===== config.mk =====
export PLATFORM = sky130hd
export DESIGN_NAME = mrx_exec
export DESIGN_NICKNAME = d
export VERILOG_FILES = /design/src/rtl/mrx_pkg.sv /design/src/rtl/mrx_ptr_if.sv /design/src/rtl/mrx_ptr_unit.sv /design/src/rtl/mrx_exec.sv
export VERILOG_INCLUDE_DIRS = /design/src /design/src/rtl
export SDC_FILE = /design/constraint.sdc
export NUM_CORES = 1
export LEC_CHECK = 0
export ABC_AREA = 1
export BUFFER_PORTS_ARGS = -buffer_cell sky130_fd_sc_hd__buf_4
export CORE_MARGIN = 4
export CORE_UTILIZATION = 55
export DETAILED_ROUTE_END_ITERATION = 8
export PLACE_DENSITY_LB_ADDON = 0.25
export SLEW_MARGIN = 10
export SYNTH_ARGS = -nofsm -noshare
export SYNTH_HDL_FRONTEND = slang
export SYNTH_SLANG_ARGS = --single-unit

===== constraint.sdc =====
create_clock -name clk_i -period 3.6 [get_ports clk_i]
set_input_delay 0.72 -clock clk_i [delete_from_list [all_inputs] [get_ports clk_i]]
set_output_delay 0.72 -clock clk_i [all_outputs]
set_load 0.03 [all_outputs]

===== src/rtl/mrx_cfg.svh =====
// register offsets, field positions, reset values and cycle counts of the move/return executor
// assumes a 32-bit classic wishbone slave with byte addresses, one word per register
`ifndef MRX_CFG_SVH
`define MRX_CFG_SVH

// byte offsets
`define MRX_OFF_CMD       8'h00
`define MRX_OFF_ACC       8'h04
`define MRX_OFF_PTR0      8'h08
`define MRX_OFF_PTR1      8'h0c
`define MRX_OFF_PRESCALE  8'h10
`define MRX_OFF_IRQCTL    8'h14
`define MRX_OFF_PWRCTL    8'h18
`define MRX_OFF_PC        8'h1c
`define MRX_OFF_STACK     8'h20
`define MRX_OFF_STATUS    8'h24

// command word fields
`define MRX_CMD_OP_LSB    0
`define MRX_CMD_F_LSB     3
`define MRX_CMD_N_BIT     10
`define MRX_CMD_MODE_LSB  11
`define MRX_CMD_K_LSB     13

// bit positions inside control registers
`define MRX_GIE_BIT       7
`define MRX_SRF_BIT       2

// reset values
`define MRX_RST_ACC       8'h00
`define MRX_RST_PTR       16'h0000
`define MRX_RST_PRESCALE  8'hff
`define MRX_RST_IRQCTL    8'h00
`define MRX_RST_PWRCTL    8'hff
`define MRX_RST_PC        15'h0000

// instruction cycle counts
`define MRX_CYC_SINGLE    1
`define MRX_CYC_RETURN    2

`endif


===== src/rtl/mrx_pkg.sv =====
// types of the move/return executor: opcodes, pointer update modes, sequencer states
// assumes nothing beyond a systemverilog compiler
package mrx_pkg;

  // command opcodes, field op of the command word
  typedef enum logic [2:0] {
    MRX_OP_IDLE     = 3'h0,
    MRX_OP_TO_FILE  = 3'h1,
    MRX_OP_TO_IND   = 3'h2,
    MRX_OP_TO_REL   = 3'h3,
    MRX_OP_PRESCALE = 3'h4,
    MRX_OP_SOFT_RST = 3'h5,
    MRX_OP_RET_IRQ  = 3'h6,
    MRX_OP_RET_SUB  = 3'h7
  } mrx_op_t;

  // pointer_update_mode encodings
  typedef enum logic [1:0] {
    MRX_PRE_INC  = 2'b00,
    MRX_PRE_DEC  = 2'b01,
    MRX_POST_INC = 2'b10,
    MRX_POST_DEC = 2'b11
  } mrx_mode_t;

  // sequencer, gray along idle -> exec -> second cycle
  typedef enum logic [1:0] {
    MRX_ST_IDLE = 2'b00,
    MRX_ST_EXEC = 2'b01,
    MRX_ST_SEC  = 2'b11
  } mrx_state_t;

endpackage


===== src/rtl/mrx_ptr_if.sv =====
// carrier between the executor and its pointer arithmetic unit
// assumes both ends sit in the same clock domain; purely combinational content
`timescale 1ns/1ns
interface mrx_ptr_if;
  import mrx_pkg::*;

  logic      [15:0] ptr;
  mrx_mode_t        mode;
  logic             rel;
  logic      [5:0]  k;
  logic      [15:0] ea;
  logic      [15:0] nxt;

  // arithmetic side
  modport calc (input ptr, input mode, input rel, input k, output ea, output nxt);
  // executor side
  modport user (output ptr, output mode, output rel, output k, input ea, input nxt);
endinterface


===== src/rtl/mrx_ptr_unit.sv =====
// effective address and write-back value for the indirect store
// assumes the executor presents the selected pointer and operands for the whole cycle
`timescale 1ns/1ns
module mrx_ptr_unit
  import mrx_pkg::*;
(
  // pointer operands and results
  mrx_ptr_if.calc p
);

  wire [15:0] ptr_inc;
  wire [15:0] ptr_dec;
  wire [15:0] ptr_off;
  wire        is_inc;
  wire        is_pre;

  // 16-bit adders wrap modulo the pointer range by their width
  assign ptr_inc = p.ptr + 16'h0001;
  assign ptr_dec = p.ptr - 16'h0001;
  assign ptr_off = p.ptr + {{10{p.k[5]}}, p.k};

  // mode decode
  assign is_inc = (p.mode == MRX_PRE_INC) || (p.mode == MRX_POST_INC);
  assign is_pre = (p.mode == MRX_PRE_INC) || (p.mode == MRX_PRE_DEC);

  // pre modes address the adjusted value, post modes the old one
  assign p.ea  = p.rel ? ptr_off : (is_pre ? (is_inc ? ptr_inc : ptr_dec) : p.ptr);
  assign p.nxt = p.rel ? p.ptr : (is_inc ? ptr_inc : ptr_dec);

endmodule // mrx_ptr_unit


===== src/rtl/mrx_exec.sv =====
// move / indirect store / return executor with a wishbone register port
// assumes a classic wishbone master on clk_i and a data memory that takes one write per cycle
//
// Behaviour
// - file move copies accumulator, flags untouched
// - indirect store through pointer 0 or 1
// - mode 00 preinc 01 predec 10 postinc 11 postdec
// - relative form: pointer plus -32..31, pointer kept
// - pre adjusts first, post after; value written back
// - pointers are 16 bits and wrap
// - pointer update and store touch no flags
// - idle instruction: one cycle, only pc advances
// - prescale load copies accumulator, one cycle
// - soft reset resets device, clears reset flag
// - irq return pops stack into pc, two cycles
// - irq return sets global enable, control bit 7
// - subroutine return pops into pc, two cycles
`timescale 1ns/1ns
`include "mrx_cfg.svh"
module mrx_exec
  import mrx_pkg::*;
#(
  parameter int PC_W        = 15,
  parameter int STACK_DEPTH = 16
)
(
  // clock and reset
  input  wire logic              clk_i,
  input  wire logic              rst_i,
  // wishbone slave
  input  wire logic              wb_cyc_i,
  input  wire logic              wb_stb_i,
  input  wire logic              wb_we_i,
  input  wire logic [7:0]        wb_adr_i,
  input  wire logic [3:0]        wb_sel_i,
  input  wire logic [31:0]       wb_dat_i,
  output logic      [31:0]       wb_dat_o,
  output logic                   wb_ack_o,
  // data memory write port
  output logic                   mem_we_o,
  output logic      [15:0]       mem_adr_o,
  output logic      [7:0]        mem_dat_o,
  // core state seen by the rest of the chip
  output logic      [7:0]        prescale_o,
  output logic                   global_irq_enable_o,
  output logic      [PC_W-1:0]   pc_o,
  output logic                   soft_reset_o,
  output logic                   busy_o
);

  localparam int SP_W = $clog2(STACK_DEPTH);

  // architectural state
  mrx_state_t        state_q, state_d;
  logic [31:0]       instr_q;
  logic [7:0]        acc_q;
  logic [15:0]       ptr_q [2];
  logic [7:0]        prescale_q;
  logic [7:0]        irq_control_reg_q;
  logic [7:0]        power_control_reg_q;
  logic [PC_W-1:0]   pc_q;
  logic [PC_W-1:0]   stack_q [STACK_DEPTH];
  logic [SP_W-1:0]   sp_q;
  logic              ack_q;
  logic [31:0]       dat_q;
  logic              mem_we_q;
  logic [15:0]       mem_adr_q;
  logic [7:0]        mem_dat_q;
  logic              soft_reset_q;

  // command fields
  wire mrx_op_t      op;
  wire [6:0]         f_opnd;
  wire               n_sel;
  wire mrx_mode_t    mode;
  wire [5:0]         k_opnd;

  assign op     = mrx_op_t'(instr_q[`MRX_CMD_OP_LSB +: 3]);
  assign f_opnd = instr_q[`MRX_CMD_F_LSB +: 7];
  assign n_sel  = instr_q[`MRX_CMD_N_BIT];
  assign mode   = mrx_mode_t'(instr_q[`MRX_CMD_MODE_LSB +: 2]);
  assign k_opnd = instr_q[`MRX_CMD_K_LSB +: 6];

  // bus decode; a write lands at the edge on which ack is high
  wire        bus_req;
  wire        bus_wr;
  wire        wr_cmd;
  wire        wr_acc;
  wire        wr_ptr0;
  wire        wr_ptr1;
  wire        wr_pre;
  wire        wr_irq;
  wire        wr_pwr;
  wire        wr_pc;
  wire        wr_stk;
  wire        lane0;
  wire        lane1;

  assign bus_req = wb_cyc_i && wb_stb_i;
  assign bus_wr  = bus_req && wb_we_i && ack_q;
  assign lane0   = wb_sel_i[0];
  assign lane1   = wb_sel_i[1];
  assign wr_cmd  = bus_wr && (wb_adr_i == `MRX_OFF_CMD);
  assign wr_acc  = bus_wr && (wb_adr_i == `MRX_OFF_ACC) && lane0;
  assign wr_ptr0 = bus_wr && (wb_adr_i == `MRX_OFF_PTR0);
  assign wr_ptr1 = bus_wr && (wb_adr_i == `MRX_OFF_PTR1);
  assign wr_pre  = bus_wr && (wb_adr_i == `MRX_OFF_PRESCALE) && lane0;
  assign wr_irq  = bus_wr && (wb_adr_i == `MRX_OFF_IRQCTL) && lane0;
  assign wr_pwr  = bus_wr && (wb_adr_i == `MRX_OFF_PWRCTL) && lane0;
  assign wr_pc   = bus_wr && (wb_adr_i == `MRX_OFF_PC);
  assign wr_stk  = bus_wr && (wb_adr_i == `MRX_OFF_STACK);

  // execution strobes, each one instruction cycle
  wire        in_exec;
  wire        do_file;
  wire        do_ind;
  wire        do_pre;
  wire        do_rst;
  wire        do_ret;
  wire        do_ret_irq;
  wire        launch;
  wire [SP_W-1:0] sp_top;

  assign in_exec    = (state_q == MRX_ST_EXEC);
  assign do_file    = in_exec && (op == MRX_OP_TO_FILE);
  assign do_ind     = in_exec && ((op == MRX_OP_TO_IND) || (op == MRX_OP_TO_REL));
  assign do_pre     = in_exec && (op == MRX_OP_PRESCALE);
  assign do_rst     = in_exec && (op == MRX_OP_SOFT_RST);
  assign do_ret_irq = in_exec && (op == MRX_OP_RET_IRQ);
  assign do_ret     = do_ret_irq || (in_exec && (op == MRX_OP_RET_SUB));
  // a command written while busy is dropped; status shows busy
  assign launch     = wr_cmd && (state_q == MRX_ST_IDLE);
  assign sp_top     = sp_q - SP_W'(1);

  // pointer arithmetic
  mrx_ptr_if pif ();

  assign pif.ptr  = ptr_q[n_sel];
  assign pif.mode = mode;
  assign pif.rel  = (op == MRX_OP_TO_REL);
  assign pif.k    = k_opnd;

  mrx_ptr_unit u_ptr (
    .p (pif.calc)
  );

  // sequencer: returns spend a second cycle, all else one
  always_comb
  begin
    state_d = state_q;
    case (state_q)
      MRX_ST_IDLE: state_d = launch ? MRX_ST_EXEC : MRX_ST_IDLE;
      MRX_ST_EXEC: state_d = do_ret ? MRX_ST_SEC : MRX_ST_IDLE;
      MRX_ST_SEC:  state_d = MRX_ST_IDLE;
      default:     state_d = MRX_ST_IDLE;
    endcase
  end

  always_ff @(posedge clk_i)
  begin
    if (rst_i || do_rst)
      state_q <= MRX_ST_IDLE;
    else
      state_q <= state_d;
  end

  // command latch
  always_ff @(posedge clk_i)
  begin
    if (rst_i)
      instr_q <= 32'h0000_0000;
    else if (launch)
      instr_q <= wb_dat_i;
  end

  // accumulator: only software writes it; soft reset clears it, no other instruction here changes it
  always_ff @(posedge clk_i)
  begin
    if (rst_i || do_rst)
      acc_q <= `MRX_RST_ACC;
    else if (wr_acc)
      acc_q <= wb_dat_i[7:0];
  end

  // pointers; write-back wins over a bus write in the same cycle, no flag path exists
  always_ff @(posedge clk_i)
  begin
    if (rst_i || do_rst)
    begin
      ptr_q[0] <= `MRX_RST_PTR;
      ptr_q[1] <= `MRX_RST_PTR;
    end
    else
    begin
      if (wr_ptr0)
        ptr_q[0] <= {lane1 ? wb_dat_i[15:8] : ptr_q[0][15:8], lane0 ? wb_dat_i[7:0] : ptr_q[0][7:0]};
      if (wr_ptr1)
        ptr_q[1] <= {lane1 ? wb_dat_i[15:8] : ptr_q[1][15:8], lane0 ? wb_dat_i[7:0] : ptr_q[1][7:0]};
      if (do_ind)
        ptr_q[n_sel] <= pif.nxt;
    end
  end

  // memory write port, registered so data leaves from flip-flops
  always_ff @(posedge clk_i)
  begin
    if (rst_i || do_rst)
    begin
      mem_we_q  <= 1'b0;
      mem_adr_q <= 16'h0000;
      mem_dat_q <= 8'h00;
    end
    else
    begin
      mem_we_q  <= do_file || do_ind;
      mem_adr_q <= do_ind ? pif.ea : {9'h000, f_opnd};
      mem_dat_q <= acc_q;
    end
  end

  // timer prescale configuration
  always_ff @(posedge clk_i)
  begin
    if (rst_i || do_rst)
      prescale_q <= `MRX_RST_PRESCALE;
    else if (do_pre)
      prescale_q <= acc_q;
    else if (wr_pre)
      prescale_q <= wb_dat_i[7:0];
  end

  // interrupt control; the return's set wins over a same-cycle bus write
  always_ff @(posedge clk_i)
  begin
    if (rst_i || do_rst)
      irq_control_reg_q <= `MRX_RST_IRQCTL;
    else
    begin
      if (wr_irq)
        irq_control_reg_q <= wb_dat_i[7:0];
      if (do_ret_irq)
        irq_control_reg_q[`MRX_GIE_BIT] <= 1'b1;
    end
  end

  // power control survives soft reset so firmware can see the cause
  always_ff @(posedge clk_i)
  begin
    if (rst_i)
      power_control_reg_q <= `MRX_RST_PWRCTL;
    else
    begin
      if (wr_pwr)
        power_control_reg_q <= wb_dat_i[7:0];
      if (do_rst)
        power_control_reg_q[`MRX_SRF_BIT] <= 1'b0;
    end
  end

  // program counter: every completed instruction advances it except returns and soft reset
  always_ff @(posedge clk_i)
  begin
    if (rst_i || do_rst)
      pc_q <= `MRX_RST_PC;
    else if (do_ret)
      pc_q <= stack_q[sp_top];
    else if (in_exec)
      pc_q <= pc_q + PC_W'(1);
    else if (wr_pc)
      pc_q <= wb_dat_i[PC_W-1:0];
  end

  // return stack; software pushes, returns pop; the pointer wraps like a ring
  always_ff @(posedge clk_i)
  begin
    if (rst_i || do_rst)
      sp_q <= '0;
    else if (do_ret)
      sp_q <= sp_top;
    else if (wr_stk)
      sp_q <= sp_q + SP_W'(1);
  end

  always_ff @(posedge clk_i)
  begin
    if (wr_stk && !do_ret)
      stack_q[sp_q] <= wb_dat_i[PC_W-1:0];
  end

  // soft reset strobe to the rest of the chip
  always_ff @(posedge clk_i)
  begin
    if (rst_i)
      soft_reset_q <= 1'b0;
    else
      soft_reset_q <= do_rst;
  end

  // read mux; unmapped offsets read zero and still ack
  logic [31:0] rd_mux;

  always_comb
  begin
    rd_mux = 32'h0000_0000;
    case (wb_adr_i)
      `MRX_OFF_CMD:      rd_mux = instr_q;
      `MRX_OFF_ACC:      rd_mux = {24'h000000, acc_q};
      `MRX_OFF_PTR0:     rd_mux = {16'h0000, ptr_q[0]};
      `MRX_OFF_PTR1:     rd_mux = {16'h0000, ptr_q[1]};
      `MRX_OFF_PRESCALE: rd_mux = {24'h000000, prescale_q};
      `MRX_OFF_IRQCTL:   rd_mux = {24'h000000, irq_control_reg_q};
      `MRX_OFF_PWRCTL:   rd_mux = {24'h000000, power_control_reg_q};
      `MRX_OFF_PC:       rd_mux = 32'(pc_q);
      `MRX_OFF_STACK:    rd_mux = 32'(stack_q[sp_top]);
      `MRX_OFF_STATUS:   rd_mux = {16'h0000, 8'(sp_q), 7'h00, (state_q != MRX_ST_IDLE)};
      default:           rd_mux = 32'h0000_0000;
    endcase
  end

  // one wait state: ack in the cycle after the request, dropped the cycle after
  always_ff @(posedge clk_i)
  begin
    if (rst_i)
    begin
      ack_q <= 1'b0;
      dat_q <= 32'h0000_0000;
    end
    else
    begin
      ack_q <= bus_req && !ack_q;
      if (bus_req && !ack_q)
        dat_q <= rd_mux;
    end
  end

  // outputs
  assign wb_ack_o            = ack_q;
  assign wb_dat_o            = dat_q;
  assign mem_we_o            = mem_we_q;
  assign mem_adr_o           = mem_adr_q;
  assign mem_dat_o           = mem_dat_q;
  assign prescale_o          = prescale_q;
  assign global_irq_enable_o = irq_control_reg_q[`MRX_GIE_BIT];
  assign pc_o                = pc_q;
  assign soft_reset_o        = soft_reset_q;
  assign busy_o              = (state_q != MRX_ST_IDLE);

endmodule // mrx_exec


# Word level (Yosys, flattened, before mapping)
# Memory sizes are Yosys's and may differ from the RTL's. A register that Yosys moved wholly into a read port is not among the register bits.
# Index checks and enable logic that the tools add are counted.
[word_totals] reg_bits=144 ramBits=272 inputBits=49 memories=2
[mem_list] memory="stack_q" depth=16 word_bits=15 rd=1 rd_ports_with_merged_regs=0 wr=1 line_no="mrx_exec.sv:62" source="logic [PC_W-1:0] stack_q [STACK_DEPTH];"
[mem_list] memory="ptr_q" depth=2 word_bits=16 rd=3 rd_ports_with_merged_regs=1 wr=3 line_no="mrx_exec.sv:57" source="logic [15:0] ptr_q [2];"
[op_classes] addsub=6 eq_ne=19 n_mux=41 n_bitwise=3 n_reduce_logical=43
[ops] cell="$pmux W32 S10" count=1
[ops] cell="$mux W16" count=6
[ops] cell="$mux W8" count=7
[ops] cell="$mux W15" count=3
[ops] cell="$eq A8 B5 Y1 const B" count=4
[ops] cell="$logic_and A1 B1 Y1" count=25
[ops] cell="$mux W1" count=18
[ops] cell="$add A16 B1 Y16 const B" count=1
[ops] cell="$add A16 B16 Y16" count=1
[ops] cell="$eq A8 B4 Y1 const B" count=2
[ops] cell="$eq A8 B6 Y1 const B" count=2
[ops] cell="$sub A16 B1 Y16 const B" count=1
[ops] cell="$add A15 B1 Y15 const B" count=1
[ops] cell="$eq A3 B3 Y1 const B" count=4
[ops] cell="$reduce_bool A2 Y1" count=5
[ops] cell="$eq A8 B3 Y1 const B" count=1
[ops] cell="$logic_not A8 Y1" count=1
[ops] cell="$mux W4" count=2
[ops] cell="$mux W7" count=1
[ops] cell="$eq A3 B2 Y1 const B" count=2
[ops] cell="$logic_or A1 B1 Y1" count=6
[ops] cell="$add A4 B1 Y4 const B" count=1
[ops] cell="$eq A2 B1 Y1 const B" count=2
[ops] cell="$logic_not A2 Y1" count=2
[ops] cell="other kinds (11)" count=13

# Longest topological paths before layout
[logic_depth] ltp_word=8 depth_mapped=18

# By module
# Synthesis repeated with hierarchy kept, for this count alone.
[unflattened] cells_unflattened=2479 hier_area_um2=20658.6
[by_module_without_submodules] mod="mrx_exec" instances=1 cells_each=2036 area_per_inst_um2=18438.9
[by_module_without_submodules] mod="mrx_ptr_unit" instances=1 cells_each=443 area_per_inst_um2=2219.6

# Worst setup path after synthesis
# Ideal clock, no wire load.
[synth_timing] path_type="in2reg" from="in wb_adr_i[1]" to="mem stack_q[0][0], enable pin" setup_ns=0.386 t_arrival_ns=2.327 path_slack_ns=0.887 cell_stages=9 path_buffers=0 path_cell_list="nor2_2 nand3_1 inv_1 nand2_1 nor2_1 nand2_1 inv_1 nand2_1 nor2_1"
[synth_via] elab_chain_len=5
[synth_rtl] element="start: declaration" line_no="mrx_exec.sv:34" source="input wire logic [7:0] wb_adr_i,"
[synth_rtl] element="$eq A8 B6 Y1"
[synth_rtl] element="$logic_and A1 B1 Y1" line_no="mrx_exec.sv:111" source="assign wr_stk = bus_wr && (wb_adr_i == `MRX_OFF_STACK);"
[synth_rtl] element="$logic_and A1 B1 Y1" line_no="mrx_exec.sv:286" source="if (wr_stk && !do_ret)"
[synth_rtl] element="$mux W1" line_no="mrx_exec.sv:286"
[synth_rtl] element="$mux W1 (not written as such)" line_no="mrx_exec.sv:287" source="stack_q[sp_q] <= wb_dat_i[PC_W-1:0];"
[synth_rtl] element="end: declaration" line_no="mrx_exec.sv:62"
# No other way between the ends.

==> flow_summary.yaml <==
critical_path:
  rrSetupSlack_ps: 540
  crit_buf_inv: 4
  start_kind: "register"
  critPathTopFamily: "compound AO/OA/AOI/OAI gates"
  crit_slowest_cell: "a31oi_1"
  cp.depth: 8
  critPathKind: "reg -> reg"
  reg2reg_depth: 8
  worstPathCellList: "inv_2, nor3_2, inv_2, nor2_2, inv_2, nor2_4, inv_2, a31oi_1"
  slowest_delay_ps: 910
  crit_top_cell: "inv_2"
  cp-end-kind: "register"
  crit_arrival_ps: 3220
  cp_max_fo: 13
  cp.required_ps: 3770
detailed_routing:
  drc: 0
  first_iter_violations: 2206
  drtAntennaViolNets: 0
  num_vias: 17100
  routed_via_density: 5.91
  wl_per_cell_um: 20.7
  dr.pass1.iters: 6
  totalWireLength_um: 59800
cts:
  cts_root_buffer: "clkbuf_16"
  postCtsSetupRepairBufs: 0
  numCtsBuffers: 44
  clock_path_buffers: 3
  h-tree-depth: 2
  insertion_delay_ps: 570
  path_clk_slew_ps: 60
  tritoncts: "done"
  clkSinkCount: 417
  cts_hold_buf: 0
  cts.repair.resized: 0
power:
  ir_drop_v: 0.000432
  power_leakage_nw: 9.37
  p_per_area_nw_per_um2: 449
floorplan:
  coreArea_um2: 35600
  die_h_um: 198
  fp-row-count: 69
  die-area_um2: 39200
  pin_count: 133
  fp.dieW_um: 198
  start_util_pct: 55.8
grt:
  grt_max_degree: 125
  grt-busiest-layer: "met2"
  grt.total_usage_pct: 29.9
  grt_pass1_wl_um: 91800
  use_met2_pct: 46.6
  overflow: 0
  grt_antenna_before_repair: 1
  use_met1_pct: 43.0
  grt_use_met3_pct: 6.26
  grt_pass1_vias: 16200
sta:
  setup_ws_ps: 543
  relSlewSlack_pct: 21.8
  finalSetupViolCount: 0
  tightest_slew_ps: 1170
  report.final.slew_viol_count: 0
  hold_viol_final: 0
  grt_setup_unrepaired: "false"
  holdWs_ps: 406
  fmax_ghz: 0.327
  min_period_ps: 3060
  skew_ps: 19.1
  period_share_pct: 84.9
  fin_tns_setup_ps: 0
hold_path:
  hold_depth: 3
  hold_class: "in -> reg"
synth:
  yosysWarnings: 0
  synth_seq_cells: 417
  synth.distinct_cells: 51
  syn-instance-count: 2273
  syn-num-nets: 2344
  avgSynthCellArea_um2: 8.74
  yosys.area.top_type: "edfxtp_1"
  synth_edf_count: 272
  yosysSeqAreaShare_pct: 55.8
  synth_top_area_share_pct: 41.1
  synth_area_leaders: "edfxtp_1 (41%), dfxtp_1 (15%), nand2_1 (11%)"
  synth-main-ff-cell: "edfxtp_1"
  netlist_area_um2: 19900
  async_flop_share_pct: 0
placement:
  pre_cts_slack_ps: 594
  portBuffers: 130
  dp_hpwl_um: 40500
  gp_congestion: 0.992
layout:
  layout_commonest_cell: "nand2_1"
  area.sequential_um2: 11100
  layout_common_cells: "nand2_1 (600), edfxtp_1 (272), nand3_1 (247)"
  area_delta_synth_final_pct: 15.6
  final_layout_size_suffix_gt1_share_pct: 13.1
  nFillCells: 2978
  nets: 2463
  final_util_pct: 64.5
  multiInputGateArea_um2: 7570
  diodes: 0
flow_run:
  drv_cap: 0
outcome:
  status: "finished clean"
-- worst reg2reg max path, stage by stage, from the launching register on --
cell,delay (ps)
dfxtp_1,440
inv_2,130
nor3_2,310
inv_2,130
nor2_2,110
inv_2,140
nor2_4,310
inv_2,200
a31oi_1,910
-- through the flow --
stage               std cells  area (um^2)  total power [mW]
floorplan                2273        19900              5.38
global placement         2807        21400              5.56
detailed placement       2807        21400              5.57
CTS                      2888        22900              10.3
global route             2888        22900              10.6
finish                   2888        22900              10.3
-- path summary, 6_finish.rpt --
check | startpoint | end
max | instr_q[1] | ptr_q[1][1]
min | wb_dat_i[28] | instr_q[28]
max reg2reg | instr_q[1] | ptr_q[1][1]
min reg2reg | instr_q[23] | wb_dat_o[23]
-- per-layer routing --
layer	share of wire, %	vias up
met3	10	135
met4	2.8	2
met5	0.012	-
met2	46	817
li1	-	8034
met1	42	8066
-- state kept, by name (all words and copies together), names as in the netlist, named ones only --
signal               flops
acc_q                    8
instr_q                 32
irq_control_reg_q        8
mem_adr_o               16
mem_dat_o                8
mem_we_o                 1
pc_o                    15
power_control_reg_q      8
prescale_o               8
ptr_q                   32
soft_reset_o             1
sp_q                     4
stack_q                240
state_q                  2
wb_ack_o                 1
wb_dat_o                32
-- power by group --
part	leakage, nW	switching (mW)	internal [mW]	total (mW)
logic	4.94	0.245	0.0953	0.340
clock network	0.775	1.91	2.92	4.83
registers	3.66	0.0204	5.11	5.13
total	9.37	2.18	8.12	10.3
-- cell usage after synthesis (2+ instances only) --
master and instances:
a31oi_1 10, o221ai_1 5, clkbuf_1 55, buf_6 2, xnor2_1 6, o2111ai_1 3
ha_1 21, edfxtp_1 272, dfxtp_1 145, o22ai_1 10, a22o_1 6, or2_1 2
a21oi_1 178, nand3_2 2, o21ai_1 29, o21bai_1 10, nand2_1 600, nand3b_1 2
buf_4 3, o21ai_0 166, nand3_1 247, a22oi_1 11, nor2_1 97, nand2_2 16
o31ai_1 2, and2_1 2, nor3_2 5, nor3_1 20, o211ai_1 46, inv_2 16
nand4_1 11, buf_1 7, buf_2 50, xor2_1 15, clkinv_1 2, inv_1 172
a21o_1 4, a211oi_1 4, nor2_4 2, nor2_2 6
-- area by class of cell --
type / count / share of cell area, %
well taps: 461 / 2.51
clock buffers: 56 / 5.49
repair buffers: 190 / 6.27
clock inverters: 25 / 1.37
inverters: 190 / 3.11
multi-input cells: 1549 / 33.0
flip-flops and latches: 417 / 48.3
-- cell families (layout without fill, tap and decap cells) --
family	after synthesis	count (layout)	share of synthesized area, %
adders and majority gates	22	22	1.42
and+or+nand+nor	1014	1014	21.7
xor gates and xnor gates	22	22	1.01
muxes	1	1	0.0504
AOI/OAI and AO/OA	490	490	13.8
buffers and inverters	307	461	6.25
DFF	417	417	55.8
Note: power is estimated with default switching activity, not from simulation.
